`config.mk`:
```
export PLATFORM = sky130hd
export DESIGN_NAME = pmc_power_clock
export DESIGN_NICKNAME = d
export VERILOG_FILES = /design/src/hdl/pmc_pkg.sv /design/src/hdl/pmc_prescaler.sv /design/src/hdl/pmc_power_clock.sv
export SDC_FILE = /design/constraint.sdc
export NUM_CORES = 1
export LEC_CHECK = 0
export ABC_AREA = 1
export BUFFER_PORTS_ARGS = -buffer_cell sky130_fd_sc_hd__buf_2
export CORE_MARGIN = 4
export CORE_UTILIZATION = 43
export DETAILED_ROUTE_END_ITERATION = 7
export GPL_TIMING_DRIVEN = 0
export PLACE_DENSITY = 0.76
export SYNTH_ARGS = -nofsm -noshare
export SYNTH_HDL_FRONTEND = slang
export SYNTH_SLANG_ARGS = --single-unit
```
`constraint.sdc`:
```
create_clock -name ref_clk -period 1.6 [get_ports ref_clk]
set_clock_uncertainty 0.05 [all_clocks]
set_input_delay 0.24 -clock ref_clk [delete_from_list [all_inputs] [get_ports ref_clk]]
set_output_delay 0.24 -clock ref_clk [all_outputs]
set_load 0.05 [all_outputs]
```
`src/hdl/pmc_pkg.sv`:
```
package pmc_pkg;
    localparam logic [7:0] PMC_ADDR_POWER_CONTROL = 8'h87;
    localparam logic [7:0] PMC_ADDR_CORE_DIV_CTRL = 8'hF9;
    localparam logic [7:0] PMC_RST_POWER_CONTROL  = 8'h00;
    localparam logic [7:0] PMC_RST_CORE_DIV_CTRL  = 8'h10;
    localparam int PMC_PC_IDLE    = 0;
    localparam int PMC_PC_PDOWN   = 1;
    localparam int PMC_PC_TXFLAG  = 2;
    localparam int PMC_PC_RXFLAG  = 3;
    localparam int PMC_PC_POR     = 4;
    localparam int PMC_PC_LVD_DIS = 5;
    localparam int PMC_PC_SER1_DB = 6;
    localparam int PMC_PC_SER0_DB = 7;
    localparam int PMC_CC_AUTOREC = 3;
    localparam int PMC_CC_DBGCMP  = 4;
    localparam logic [7:0] PMC_CC_WMASK   = 8'h1F;
    localparam logic [2:0] PMC_PS_FULL    = 3'h0;
    localparam int PMC_DIV_W = 11;
    localparam logic [31:0] PMC_ERR_DATA  = 32'h0000_0000;

    typedef struct packed {
        logic gated_core_en;
        logic nonstop_core_en;
        logic prefetch_en;
        logic osc_domain_en;
    } pmc_clk_en_t;

    // log2 of the divide ratio for each prescale code
    function automatic logic [3:0] pmc_div_shift(input logic [2:0] code);
        unique case (code)
            3'h0: pmc_div_shift = 4'h0;
            3'h1: pmc_div_shift = 4'h1;
            3'h2: pmc_div_shift = 4'h2;
            3'h3: pmc_div_shift = 4'h3;
            3'h4: pmc_div_shift = 4'h4;
            3'h5: pmc_div_shift = 4'h5;
            3'h6: pmc_div_shift = 4'hA;
            default: pmc_div_shift = 4'hB;
        endcase
    endfunction
endpackage

```
`src/hdl/pmc_prescaler.sv`:
```
// free-running divider producing one-cycle core enable pulses
module pmc_prescaler #(
    parameter int W = pmc_pkg::PMC_DIV_W
) (
    input  wire logic       ref_clk,   // clock
    input  wire logic       rst_n,     // sync reset
    input  wire logic       run,       // counting allowed
    input  wire logic [3:0] shift,     // log2 ratio
    output logic            tick       // enable pulse
);
    import pmc_pkg::*;
    logic [W-1:0] cnt_reg;
    logic [W-1:0] mask;

    always_comb begin
        mask = W'((W'(1) << shift) - W'(1));
    end

    // a new ratio takes effect at once against the running count, pulses stay whole
    always_ff @(posedge ref_clk) begin
        if (!rst_n) begin
            cnt_reg <= '0;
        end else if (run) begin
            cnt_reg <= ((cnt_reg & mask) == mask) ? '0 : W'(cnt_reg + W'(1));
        end
    end

    assign tick = run && ((cnt_reg & mask) == mask);
endmodule // pmc_prescaler

```
`src/hdl/pmc_power_clock.sv`:
```
// Summary of operation
// - power-down write is last, then oscillator stops
// - registers keep contents during power-down
// - only external reset exits power-down
// - bit1 power-down request, bit0 idle request
// - bits 7,6 stored as serial baud doublers
// - bit5 set disables low-voltage detector
// - bit4 set by power-on, cleared by software
// - power control at 87H, resets 00H
// - bits 3,2 serial1 receive/transmit clock flags
// - oscillator domain stays undivided when slowed
// - gated core clock off in idle, power-down
// - gated core clock held during prefetch stall
// - gated core clock runs during debug halt
// - nonstop core clock stops only in power-down
// - prefetch clock runs in idle and stall
// - oscillator domain off only in power-down
// - core clock undivided after power-up
// - prescaler write switches rate immediately
// - prescaler codes divide 1..32, 1024, 2048
// - auto recovery forces prescaler 000 on interrupt
// - debug compare enable, 1 after reset
// - divider control at F9H, resets 10H, 7:5 reserved
// - enabled interrupt clears idle bit
//
// Decided for this implementation: the Wishbone interface to the registers.
module pmc_power_clock
    import pmc_pkg::*;
(
    input  wire logic                 ref_clk,          // oscillator reference
    input  wire logic                 rst_n,            // sync reset, low
    input  wire logic                 por_event,        // supervisor power-on reset
    input  wire logic                 irq_pending,      // enabled interrupt request
    input  wire logic                 prefetch_stall,   // prefetch queue not ready
    input  wire logic                 debug_halt,       // debug unit halt
    input  wire logic                 serial1_rx_set,   // hw sets rx clock flag
    input  wire logic                 serial1_tx_set,   // hw sets tx clock flag
    input  wire logic                 wb_cyc_i,         // wishbone cycle
    input  wire logic                 wb_stb_i,         // wishbone strobe
    input  wire logic                 wb_we_i,          // write enable
    input  wire logic [7:0]           wb_adr_i,         // register address
    input  wire logic [3:0]           wb_sel_i,         // byte selects
    input  wire logic [31:0]          wb_dat_i,         // write data
    output logic [31:0]               wb_dat_o,         // read data
    output logic                      wb_ack_o,         // acknowledge
    output pmc_pkg::pmc_clk_en_t      clk_en,           // clock enables
    output logic                      serial0_baud_double, // uart0 double
    output logic                      serial1_baud_double, // uart1 double
    output logic                      low_voltage_detect_disable, // lvd off
    output logic                      debug_compare_enable, // debug compare
    output logic                      power_down_active, // oscillator stopped
    output logic                      idle_active        // idle mode
);
    typedef enum logic [1:0] {PMC_RUN, PMC_IDLE, PMC_PDOWN} pmc_mode_t;

    pmc_mode_t   mode_reg;
    logic [7:0]  power_control_reg;
    logic [7:0]  core_div_ctrl_reg;
    logic        tick;
    logic        wr_pc;
    logic        wr_cc;
    logic        req;
    logic        stopped;
    logic [31:0] rdata;

    function automatic logic hit(input logic [7:0] adr, input logic [7:0] reg_adr);
        hit = (adr == reg_adr);
    endfunction

    assign req     = wb_cyc_i && wb_stb_i && !wb_ack_o;
    assign wr_pc   = req && wb_we_i && wb_sel_i[0] && hit(wb_adr_i, PMC_ADDR_POWER_CONTROL);
    assign wr_cc   = req && wb_we_i && wb_sel_i[0] && hit(wb_adr_i, PMC_ADDR_CORE_DIV_CTRL);
    assign stopped = (mode_reg == PMC_PDOWN);

    // core rate divider; oscillator domain never sees it
    pmc_prescaler #(.W(PMC_DIV_W)) u_prescaler (
        .ref_clk (ref_clk),
        .rst_n   (rst_n),
        .run     (!stopped),
        .shift   (pmc_div_shift(core_div_ctrl_reg[2:0])),
        .tick    (tick)
    );

    // power control register
    always_ff @(posedge ref_clk) begin
        if (!rst_n) begin
            power_control_reg <= PMC_RST_POWER_CONTROL;
        end else if (!stopped) begin
            if (wr_pc) begin
                power_control_reg <= wb_dat_i[7:0];
            end
            if (irq_pending) begin
                power_control_reg[PMC_PC_IDLE] <= 1'b0;
            end
            if (serial1_rx_set) begin
                power_control_reg[PMC_PC_RXFLAG] <= 1'b1;
            end
            if (serial1_tx_set) begin
                power_control_reg[PMC_PC_TXFLAG] <= 1'b1;
            end
            if (por_event) begin
                power_control_reg[PMC_PC_POR] <= 1'b1;
            end
        end
    end

    // divider control register
    always_ff @(posedge ref_clk) begin
        if (!rst_n) begin
            core_div_ctrl_reg <= PMC_RST_CORE_DIV_CTRL;
        end else if (!stopped) begin
            if (wr_cc) begin
                core_div_ctrl_reg <= wb_dat_i[7:0] & PMC_CC_WMASK;
            end
            if (irq_pending && core_div_ctrl_reg[PMC_CC_AUTOREC]) begin
                core_div_ctrl_reg[2:0] <= PMC_PS_FULL;
            end
        end
    end

    // mode sequencer; power-down left only through reset
    always_ff @(posedge ref_clk) begin
        if (!rst_n) begin
            mode_reg <= PMC_RUN;
        end else begin
            unique case (mode_reg)
                PMC_RUN: begin
                    if (wr_pc && wb_dat_i[PMC_PC_PDOWN]) begin
                        mode_reg <= PMC_PDOWN;
                    end else if (wr_pc && wb_dat_i[PMC_PC_IDLE] && !irq_pending) begin
                        mode_reg <= PMC_IDLE;
                    end
                end
                PMC_IDLE: begin
                    if (irq_pending) begin
                        mode_reg <= PMC_RUN;
                    end else if (wr_pc && wb_dat_i[PMC_PC_PDOWN]) begin
                        mode_reg <= PMC_PDOWN;
                    end
                end
                PMC_PDOWN: begin
                    mode_reg <= PMC_PDOWN;
                end
                default: mode_reg <= PMC_RUN;
            endcase
        end
    end

    // registered clock enables, one ref_clk wide, never truncated
    always_ff @(posedge ref_clk) begin
        if (!rst_n) begin
            clk_en <= '0;
        end else begin
            clk_en.gated_core_en   <= tick && mode_reg == PMC_RUN
                                      && !prefetch_stall;
            clk_en.nonstop_core_en <= tick && !stopped;
            clk_en.prefetch_en     <= tick && !stopped;
            clk_en.osc_domain_en   <= !stopped;
        end
    end

    // status and field outputs
    always_ff @(posedge ref_clk) begin
        if (!rst_n) begin
            serial0_baud_double        <= 1'b0;
            serial1_baud_double        <= 1'b0;
            low_voltage_detect_disable <= 1'b0;
            debug_compare_enable       <= 1'b1;
            power_down_active          <= 1'b0;
            idle_active                <= 1'b0;
        end else begin
            serial0_baud_double        <= power_control_reg[PMC_PC_SER0_DB];
            serial1_baud_double        <= power_control_reg[PMC_PC_SER1_DB];
            low_voltage_detect_disable <= power_control_reg[PMC_PC_LVD_DIS];
            debug_compare_enable       <= core_div_ctrl_reg[PMC_CC_DBGCMP];
            power_down_active          <= stopped;
            idle_active                <= (mode_reg == PMC_IDLE);
        end
    end

    // read mux; unmapped reads return zero
    always_comb begin
        rdata = PMC_ERR_DATA;
        if (hit(wb_adr_i, PMC_ADDR_POWER_CONTROL)) begin
            rdata = {24'h000000, power_control_reg};
        end else if (hit(wb_adr_i, PMC_ADDR_CORE_DIV_CTRL)) begin
            rdata = {24'h000000, core_div_ctrl_reg};
        end
    end

    // one-wait-state wishbone slave
    always_ff @(posedge ref_clk) begin
        if (!rst_n) begin
            wb_ack_o <= 1'b0;
            wb_dat_o <= '0;
        end else begin
            wb_ack_o <= req;
            wb_dat_o <= req ? rdata : '0;
        end
    end
endmodule // pmc_power_clock

```
======== Word level (Yosys, flattened, before mapping) ========
Index checks and enable logic that the tools add are counted.
storage, ports and cells
  register bits after elaboration ......... 68
  bits of input ports ..................... 55
  output and inout bits ................... 43
  word-level logic and storage cells ...... 92
operators by class
  add/subtract/negate cells ............... 2
  equality and inequality tests ........... 13
  shift-type cells ........................ 1
  multiplexer cells ....................... 16
  bitwise logic cells ..................... 4
  reductions and logical operators ........ 35
operators with widths
  kind                   number
  $pmux 4 s7             1
  $reduce_and 2->1       9
  $eq 8x8->1 const B     2
  $logic_and 1x1->1      14
  $add 11x1->11 const B  1
  $and 11x11->11         1
  $eq 11x11->1           1
  $mux 11                1
  $shl 1x4->11 const A   1
  $sub 11x2->11 const B  1
  $mux 5                 2
  $reduce_bool 2->1      5
  $eq 3x3->1 const B     3
  $mux 2                 4
  $mux 8                 1
  $eq 3x2->1 const B     2
  $mux 3                 2
  $ne 3x3->1 const B     2
  $pmux 2 s3             1
  $logic_not 1->1        4
  $mux 1                 4
  $eq 3x1->1 const B     1
  $logic_not 3->1        1
  $not 1->1              3
  4 further kinds        4

======== Logic depth before layout (Yosys ltp) ========
Gate-level depths: netlist (run 1).
  depth in word-level cells ............... 10
  mapped depth ............................ 12
  mapped depth without buffers ............ 11

======== Hierarchy ========
A second synthesis (run 1) with hierarchy kept.
second synthesis, totals
  cell total of the unflattened synthesis .. 329
  area total of the unflattened synthesis .. 2384.8 µm²
by module, submodules not included
  module           instances  cells an instance  area each (µm²)  seq. area each (µm²)
  pmc_power_clock  1          193                1516.5           660.6
  pmc_prescaler    1          136                868.3            220.2

======== Least setup slack after synthesis (run 1) ========
OpenSTA, ideal clock, no wires.
  path type ............................... flip-flop to flip-flop
  from .................................... register core_div_ctrl_reg[1]
  to ...................................... register u_prescaler.cnt_reg[10]
  library setup time ...................... 126 ps
  arrival time ............................ 1503 ps
  data required time ...................... 1424 ps
  path slack .............................. -79 ps
  stages on the path, launching flop included .. 12
  buffers on the path ..................... 1
  clock period less this slack ............ 1679 ps
  cells stage by stage .................... dfxtp_1 buf_6 nor2_4 nand2_2 ha_1 inv_1 nand2_1 nand2_1 a21oi_2 nand3_2 nor3_4 nor2_1
on the way
  longest elaborated chain between the ends .. 7
  elaborated cells between the ends (all ways) .. 13
  those cells by class .................... 1 x add/sub; 7 x eq/ne; 1 x shift; 2 x mux; 1 x bitwise; 1 x reduce/logical
ends and longest elaborated chain
  element                                   RTL line                source
  start: declaration                        pmc_power_clock.sv:58   logic [7:0] core_div_ctrl_reg;
  start signal: assignment                  pmc_power_clock.sv:113  core_div_ctrl_reg <= wb_dat_i[7:0] & PMC_CC_WMASK;
  $eq 3x3->1, or another cell as far along  pmc_pkg.sv:30           unique case (code)
  $pmux 4 s7 (*)                            pmc_pkg.sv:30
  $shl 1x4->11 (*)                          pmc_prescaler.sv:16     mask = W'((W'(1) << shift) - W'(1));
  $sub 11x2->11 (*)                         pmc_prescaler.sv:16
  $and 11x11->11                            pmc_prescaler.sv:24     cnt_reg <= ((cnt_reg & mask) == mask) ? '0 : W'(cnt_reg + W'(1));
  $eq 11x11->1 (*)                          pmc_prescaler.sv:24
  $mux 11 (*)                               pmc_prescaler.sv:24
  end signal: assignment                    pmc_prescaler.sv:24
  end: declaration                          pmc_prescaler.sv:12     logic [W-1:0] cnt_reg;
Mark *: on every way between the ends. The rest lies on a longest branch, timed or not.
A chain may end at the register's enable or synchronous reset.

======== Worst setup path in the final report (run 1) ========
  from .................................... register core_div_ctrl_reg[1]
  to ...................................... register clk_en[3] in the netlist's numbering
on the way
  longest elaborated chain between the ends .. 9
  elaborated cells between the ends (all ways) .. 15
  those cells by class .................... 1 x add/sub; 7 x eq/ne; 1 x shift; 1 x mux; 1 x bitwise; 4 x reduce/logical
ends and longest elaborated chain
  element                                   RTL line                source
  $eq 3x3->1, or another cell as far along  pmc_pkg.sv:30
  $pmux 4 s7 (*)                            pmc_pkg.sv:30
  $shl 1x4->11 (*)                          pmc_prescaler.sv:16
  $sub 11x2->11 (*)                         pmc_prescaler.sv:16
  $and 11x11->11                            pmc_prescaler.sv:28     assign tick = run && ((cnt_reg & mask) == mask);
  $eq 11x11->1 (*)                          pmc_prescaler.sv:28
  $logic_and 1x1->1 (*)                     pmc_prescaler.sv:28
  $logic_and 1x1->1 (*)                     pmc_power_clock.sv:154  clk_en.gated_core_en <= tick && mode_reg == PMC_RUN
  $logic_and 1x1->1 (*)                     pmc_power_clock.sv:155  && !prefetch_stall;
  end: declaration                          pmc_power_clock.sv:46   output pmc_pkg::pmc_clk_en_t clk_en,
Marked as above.

==> qor.csv, run 1 <==
stage,metric,value,unit
synth,part of the Yosys area used for sequential elements,39.0,%
floorplan,area of the placeable core,5110,um2
layout,layout cell share with drive strength beyond 1,30.9,%
setup_path,data required time of the worst path,1780,ps
floorplan,horizontal die dimension,80.5,um
timing,Relative slew margins,62.1,%
layout,area grow syn2layout,28.0,%
synth,Mapped Avg Cell Area,7.13,um2
status,outcome,"finished, violations left",
drt,DR iter-0 viols,182,
timing,final hold vios,0,
timing,worst setup slack after layout,-113,ps
synth,most instantiated flip-flop cell in the synthesis netlist,sky130_fd_sc_hd__dfxtp_1,
floorplan,number of top-level pins,98,
layout,"non-filler cells, final",471,
synth,synth warn,0,
layout,number of nets in the finished design,457,
floorplan,starting density of the core,44.2,%
timing,crit share post-route,107,%
drt,detail-routed via count per cell,4.63,
power_and_ir_drop,clock network fraction of design power,33.6,%
synth,most common library cells after synthesis,"70 x sky130_fd_sc_hd__nand2_1, 45 x sky130_fd_sc_hd__inv_1, 44 x sky130_fd_sc_hd__dfxtp_1",
timing,unrepaired setup endpoints after global routing,true,
clock_tree,Inserted Clock Buffers,5,
global_routing,residual overflow from global routing,0,
floorplan,die span in y,80.5,um
drt,WL final,5.14,mm
hold_path,Min-Delay Path Class,in2reg,
timing,TNS Setup,-1290,ps
power_and_ir_drop,logic gate share of total power,14.2,%
global_routing,initial antenna violation count,0,
global_routing,GRT Total Usage,15.9,%
placed_design,Area after DPL,2680,um2
drt,average routed wire per standard cell,10.9,um
global_routing,number of global-route vias before repair,1911,
synth,cell with the most instances after synthesis,sky130_fd_sc_hd__nand2_1,
synth,number of enable-type register cells in the synthesized netlist,0,
clock_tree,Clock Latency Late Sink,300,ps
synth,proportion of register bits with asynchronous set or reset after synthesis,0,%
timing,maximum clock frequency,584,MHz
placed_design,gp weighted congestion,0.828,
power_and_ir_drop,worst ir drop on vdd,0.000398,V
synth,leading area contributor after synthesis,sky130_fd_sc_hd__dfxtp_1,
clock_tree,CTS sink cnt,44,
placed_design,number of cells after detailed placement,455,
power_and_ir_drop,Pwr per Cell Area,735,nW/um2
status,violations in the final reports,setup timing,
timing,Slew @ Worst Pin,569,ps
drt,first-pass detailed-route iteration total,4,
power_and_ir_drop,Reg power frac,52.2,%
setup_path,CP Data Arrival Time,1900,ps
placed_design,count of input and output buffers,45,
global_routing,wire length of the first global-routing pass,8.20,mm
floorplan,Cell Rows,26,
synth,area share of the leading cell type in the synthesized netlist,39.0,%
layout,cell area after layout,2890,um2
clock_tree,Worst-path clk slew,80,ps
clock_tree,TritonCTS clock tree,built,
power_and_ir_drop,leakage power of the design,0.00145,uW
setup_path,launching instance or port of the critical path,core_div_ctrl_reg[1],
power_and_ir_drop,net switching share of the total power,27.7,%
drt,number of vias after detailed routing,2179,
power_and_ir_drop,internal cell power,1540,uW
setup_path,CP Max Fanout,4,
synth,number of library cell types mapped by synthesis,34,
setup_path,CP Class,reg2reg,
synth,Synth Instances,317,
layout,Diodes inserted,0,
setup_path,endpoint kind of the worst setup timing path,flop,
drt,post-detailed-route DRC marker count,0,
clock_tree,Clock Path Buffers,2,
layout,final core utilization,56.6,%
timing,number of endpoints failing setup at the final stage,13,
timing,final-report max-slew violation count,0,
layout,number of flip-flops under the largest register name,11,
hold_path,startpoint of the most critical hold path,prefetch_stall,
clock_tree,number of levels in the clock H-tree,2,
synth,main area contributors after synthesis,"sky130_fd_sc_hd__dfxtp_1 39%, sky130_fd_sc_hd__nand2_1 12%, sky130_fd_sc_hd__buf_4 8.3%",
synth,register bit total from synthesis,44,
clock_tree,cell chosen for the clock root,sky130_fd_sc_hd__clkbuf_8,
timing,"Min Clock Period, post-route",1710,ps
power_and_ir_drop,switching component of the power,590,uW
synth,synthesized area,2260,um2
setup_path,startpoint types,flop,
global_routing,largest net degree at the start of global routing,14,
placed_design,HPWL Detailed,3.80,mm
drt,number of antenna-violating nets in the routed design,0,
flow_run,Max Cap Viol,0,
floorplan,area of the die,6480,um2
setup_path,startpoint of the most critical register-to-register path,core_div_ctrl_reg[1],
critical path: stages (launching register included):
cell                      delay [ps]
sky130_fd_sc_hd__dfxtp_4         370
sky130_fd_sc_hd__nor2_4          140
sky130_fd_sc_hd__nand2_4          70
sky130_fd_sc_hd__ha_4            250
sky130_fd_sc_hd__inv_2            20
sky130_fd_sc_hd__nand2_1          40
sky130_fd_sc_hd__nand2_1          60
sky130_fd_sc_hd__a21oi_2         120
sky130_fd_sc_hd__nand3_2         100
sky130_fd_sc_hd__buf_4           160
sky130_fd_sc_hd__nor2_4          120
sky130_fd_sc_hd__nand2_2          70
sky130_fd_sc_hd__nor2_1           80
through the flow:
step	total power [uW]	hold WS, ps	setup WS [ps]
floorplan	1380	301	-48.6
detailed placement	1430	370	-271
global route	2200	148	-194
global placement	1430	363	-241
CTS	2140	126	-117
finish	2130	125	-113
cells by family (layout without fill, tap and decap cells):
kind of cell | after synthesis | in the layout | synth area share, %
AO/OA/AOI/OAI | 27 | 27 | 6.76
adder cells (fa/ha/maj) | 2 | 2 | 1.11
buffers and inverters | 78 | 139 | 17.9
flip-flops | 44 | 44 | 39.0
other | 1 | 24 | 0.166
AND/OR/NAND/NOR | 165 | 165 | 35.1
placed cells by master (no fill, tap or decap), types with 3 or more instances in the layout:
cell                       instances
sky130_fd_sc_hd__a21oi_1           6
sky130_fd_sc_hd__buf_4            33
sky130_fd_sc_hd__buf_2            46
sky130_fd_sc_hd__inv_1            43
sky130_fd_sc_hd__nor2_4            3
sky130_fd_sc_hd__nand3b_1          3
sky130_fd_sc_hd__o21ai_0          12
sky130_fd_sc_hd__clkbuf_8          6
sky130_fd_sc_hd__inv_2             4
sky130_fd_sc_hd__nand2_1          68
sky130_fd_sc_hd__or2_0             3
sky130_fd_sc_hd__nand3_1          32
sky130_fd_sc_hd__nand2_2           4
sky130_fd_sc_hd__o21bai_1          3
sky130_fd_sc_hd__nor2_2            8
sky130_fd_sc_hd__nand4_1           7
sky130_fd_sc_hd__dfxtp_1          41
sky130_fd_sc_hd__nor2_1           25
sky130_fd_sc_hd__conb_1           24
final timing paths:
kind	slack [ps]	cells after the start	end
min	120	4	clk_en[3]
max reg2reg	-110	12	clk_en[3]
max	-110	12	clk_en[3]
min reg2reg	380	2	wb_dat_o[7]
what timing repair did:
| action | CTS | global route |
|---|---|---|
| pin swaps | 12 | 2 |
| resized for setup | 16 | 6 |
| hold buffers | 0 | 0 |
| setup buffers | 7 | 3 |
| hold endpoints to repair | 0 | 0 |
| endpoints found under the setup margin | 13 | 16 |
per-layer routing:
layer / up-vias / wire length [um] / GRT usage [%]
met5: - / 0 / 0
met4: 0 / 69 / 4.05
met3: 8 / 441 / 3.25
met2: 87 / 2410 / 26.8
met1: 969 / 2220 / 20.6
li1: 1115 / - / -
final cells by class:
cell class / instances / area [um2]
fill: 476 / 2220
multi-input combinational: 218 / 1130
sequential: 44 / 890
timing repair buffer: 55 / 308
buffer: 28 / 200
inverter: 48 / 185
tap: 70 / 87.6
clock buffer: 6 / 82.6
clock inverter: 2 / 10.0
power groups by stage:
| stage | Sequential (uW) | Combinational (uW) | Clock, uW |
|---|---|---|---|
| 2_1_floorplan | 1160 | 219 | 0 |
| 3_3_place_gp | 1140 | 296 | 0 |
| 3_5_place_dp | 1140 | 297 | 0 |
| 4_1_cts | 1110 | 299 | 729 |
| 5_1_grt | 1110 | 321 | 768 |
| 6_report | 1110 | 302 | 714 |
Note: power is estimated with default switching activity, not from simulation.
==> inputs of run 2 (changes only) <==
--- a/config.mk
+++ b/config.mk
@@ -7,11 +7,13 @@
 export LEC_CHECK = 0
 export ABC_AREA = 1
 export BUFFER_PORTS_ARGS = -buffer_cell sky130_fd_sc_hd__buf_2
+export CELL_PAD_IN_SITES_DETAIL_PLACEMENT = 0
+export CELL_PAD_IN_SITES_GLOBAL_PLACEMENT = 1
 export CORE_MARGIN = 4
-export CORE_UTILIZATION = 43
+export CORE_UTILIZATION = 29
 export DETAILED_ROUTE_END_ITERATION = 7
 export GPL_TIMING_DRIVEN = 0
-export PLACE_DENSITY = 0.76
+export PLACE_DENSITY_LB_ADDON = 0.1
 export SYNTH_ARGS = -nofsm -noshare
 export SYNTH_HDL_FRONTEND = slang
 export SYNTH_SLANG_ARGS = --single-unit
==> run 2 against run 1 <==
Worst setup slack gained 8.4 ps; the flow still finishes with violations (setup timing); clock power grew 18%; clock-buffer cell count is the same; global-route usage shrank 3.4 points; core utilization shrank 17 points; critical path depth is the same; non-clock buffer count is the same; via count shrank 4.4%; critical endpoint unchanged; largest power group unchanged; sequential power is essentially flat; power grew 6.2%.
==> qor.csv, run 2 (synthesis gave the netlist of run 1 again) <==
stage,metric,value,unit,change
status,outcome,"finished, violations left",,unchanged
status,violations in the final reports,setup timing,,unchanged
drt,post-detailed-route DRC marker count,0,,unchanged
timing,crit share post-route,107,%,about the same
layout,most frequent cells in the layout,"66 x sky130_fd_sc_hd__nand2_1, 46 x sky130_fd_sc_hd__buf_2, 43 x sky130_fd_sc_hd__inv_1, 41 x sky130_fd_sc_hd__dfxtp_1, 33 x sky130_fd_sc_hd__nand3_1",,"was 68 x sky130_fd_sc_hd__nand2_1, 46 x sky130_fd_sc_hd__buf_2, 43 x sky130_fd_sc_hd__inv_1, 41 x sky130_fd_sc_hd__dfxtp_1, 33 x sky130_fd_sc_hd__buf_4"
drt,number of antenna-violating nets in the routed design,0,,unchanged
setup_path,Worst Setup EP,clk_en[3],,unchanged
global_routing,wire length of the first global-routing pass,9.00,mm,was 8.20 mm
setup_path,endpoint kind of the worst setup timing path,flop,,unchanged
setup_path,startpoint types,flop,,unchanged
global_routing,largest net degree at the start of global routing,14,,unchanged
setup_path,cell with the most instances on the worst path,sky130_fd_sc_hd__nand2_2,,
clock_tree,Clock Latency Late Sink,300,ps,about the same
timing,maximum clock frequency,587,MHz,was 584 MHz
global_routing,initial antenna violation count,0,,unchanged
layout,number of flip-flops under the largest register name,11,,unchanged
timing,Slew @ Worst Pin,592,ps,was 569 ps
floorplan,area of the die,9270,um2,was 6480 um2
timing,Relative slew margins,60.6,%,was 62.1%
setup_path,startpoint of the most critical register-to-register path,core_div_ctrl_reg[0],,was core_div_ctrl_reg[1]
layout,layout cell share with drive strength beyond 1,31.4,%,was 30.9%
flow_run,Max Cap Viol,0,,unchanged
drt,number of vias after detailed routing,2083,,was 2179
timing,worst setup slack after layout,-104,ps,was -113 ps
drt,DR iter-0 viols,103,,was 182
timing,"Min Clock Period, post-route",1700,ps,was 1710 ps
floorplan,starting density of the core,30.5,%,was 44.2%
setup_path,FF-to-FF setup slack,-100,ps,was -110 ps
setup_path,CP Max Fanout,4,,unchanged
drt,first-pass detailed-route iteration total,4,,unchanged
timing,final-report max-slew violation count,0,,unchanged
setup_path,worst-path cell chain,"nor2_4, nand2_2, ha_4, inv_2, nand2_2, nand2_2, a21oi_2, nand3_2, buf_6, nor2_4, nand2_2, nor2_2",,"was nor2_4, nand2_4, ha_4, inv_2, nand2_1, nand2_1, a21oi_2, nand3_2, buf_4, nor2_4, nand2_2, nor2_1"
floorplan,area of the placeable core,7410,um2,was 5110 um2
placed_design,gp weighted congestion,0.761,,was 0.828
global_routing,residual overflow from global routing,0,,unchanged
clock_tree,TritonCTS clock tree,built,,unchanged
layout,Diodes inserted,0,,unchanged
setup_path,RR Endpoint,clk_en[3],,unchanged
floorplan,Cell Rows,31,,was 26
floorplan,die span in y,96.3,um,was 80.5 um
global_routing,number of global-route vias before repair,1992,,was 1911
setup_path,total stage count of the critical path,12,,unchanged
clock_tree,Clock Path Buffers,2,,unchanged
placed_design,number of cells after detailed placement,484,,was 455
setup_path,launching instance or port of the critical path,core_div_ctrl_reg[0],,was core_div_ctrl_reg[1]
setup_path,reg2reg path depth,12,,unchanged
power_and_ir_drop,leakage power of the design,0.00145,uW,about the same
layout,"non-filler cells, final",500,,was 471
layout,number of nets in the finished design,457,,unchanged
clock_tree,Inserted Clock Buffers,5,,unchanged
drt,WL final,5.38,mm,was 5.14 mm
power_and_ir_drop,Pwr per Cell Area,768,nW/um2,was 735 nW/um2
setup_path,CP Data Arrival Time,1890,ps,was 1900 ps
timing,final hold vios,0,,unchanged
clock_tree,CTS sink cnt,44,,unchanged
setup_path,CP Class,reg2reg,,unchanged
floorplan,horizontal die dimension,96.3,um,was 80.5 um
timing,unrepaired setup endpoints after global routing,true,,unchanged
setup_path,data required time of the worst path,1790,ps,was 1780 ps
clock_tree,cell chosen for the clock root,sky130_fd_sc_hd__clkbuf_8,,unchanged
setup_path,"slowest stage cell, crit path",sky130_fd_sc_hd__dfxtp_4,,unchanged
drt,average routed wire per standard cell,10.8,um,was 10.9 um
layout,layout filler cell count,810,,was 476
placed_design,HPWL Detailed,4.17,mm,was 3.80 mm
layout,most frequent standard cell in the layout excluding fill and tap cells,sky130_fd_sc_hd__nand2_1,,unchanged
layout,area grow syn2layout,30.1,%,was 28.0%
power_and_ir_drop,final total power,2260,uW,was 2130 uW
clock_tree,number of levels in the clock H-tree,2,,unchanged
hold_path,Min-Delay Path Class,in2reg,,unchanged
drt,detail-routed via count per cell,4.17,,was 4.63
clock_tree,Worst-path clk slew,90,ps,was 80 ps
floorplan,number of top-level pins,98,,unchanged
timing,number of endpoints failing setup at the final stage,13,,unchanged
setup_path,Top Family by Delay on Critical Path,simple AND/OR/NAND/NOR gates,,unchanged
global_routing,GRT Total Usage,12.5,%,was 15.9%
setup_path,critical path buffer and inverter count,2,,unchanged
placed_design,count of input and output buffers,45,,unchanged
setup_path,delay of the slowest critical-path stage,370,ps,about the same
power_and_ir_drop,worst ir drop on vdd,0.000430,V,was 0.000398 V
==> run 2: worst min path at each step <==
stage               slack, ps  depth (start not counted)                  from                    to
floorplan                 300                          2                 rst_n   serial0_baud_double
global placement          370                          2  power_control_reg[7]           wb_dat_o[7]
detailed placement        370                          2  power_control_reg[7]           wb_dat_o[7]
CTS                       110                          4        prefetch_stall             clk_en[3]
global route              140                          3           wb_dat_i[3]  core_div_ctrl_reg[3]
finish                    130                          3           wb_dat_i[3]  core_div_ctrl_reg[3]
==> run 2: per-stage QoR <==
step	utilization (%)	setup TNS, ps	area, um2	worst slack (ps)	hold slack, ps
2_1_floorplan	-	-418	2360	-48.6	301
4_1_cts	38.9	-1480	2880	-134	108
5_1_grt	39.7	-2520	2940	-242	142
3_5_place_dp	36.6	-3530	2710	-327	368
6_report	39.7	-1030	2940	-104	127
3_3_place_gp	36.6	-3560	2710	-328	368
==> run 2: layout make-up <==
type / count / area, um2 / share of cell area, %
Timing Repair Buffer: 55 / 312 / 10.6
Multi-Input combinational cell: 218 / 1120 / 38.1
Inverter: 48 / 185 / 6.30
Buffer: 28 / 200 / 6.81
Tap cell: 99 / 124 / 4.21
Sequential cell: 44 / 892 / 30.4
Clock inverter: 2 / 35.0 / 1.19
Clock buffer: 6 / 72.6 / 2.47
==> run 2: power by group <==
| part | internal (uW) | leakage (uW) | switching [uW] | total (uW) |
|---|---|---|---|---|
| Sequential | 1100 | 0.000359 | 5.06 | 1110 |
| Combinational | 87.9 | 0.00104 | 216 | 304 |
| Clock | 464 | 0.0000552 | 382 | 846 |
| Total | 1650 | 0.00145 | 603 | 2260 |
==> run 2: routing by layer <==
metal	vias up	routed length [um]	track usage, %
li1	1112	-	-
met1	906	2610	16.4
met2	59	2330	19.8
met3	6	359	3.21
met4	0	82	4.27
met5	-	0	0
==> run 2: timing repair <==
item / CTS / global route
buffers inserted: 7 / 3
pin swaps: 14 / 9
gates resized for setup: 12 / 12
setup endpoints to repair: 13 / 16
hold endpoints to repair: 0 / 0
hold buffers: 0 / 0
==> run 2: worst reg2reg max path: cells and delay by family (launching register included) <==
family,cells,cell delay [ps]
buffers and inverters,2,170
AO/OA/AOI/OAI,1,120
flip-flops,1,370
adder cells (fa/ha/maj),1,260
AND/OR/NAND/NOR,8,680
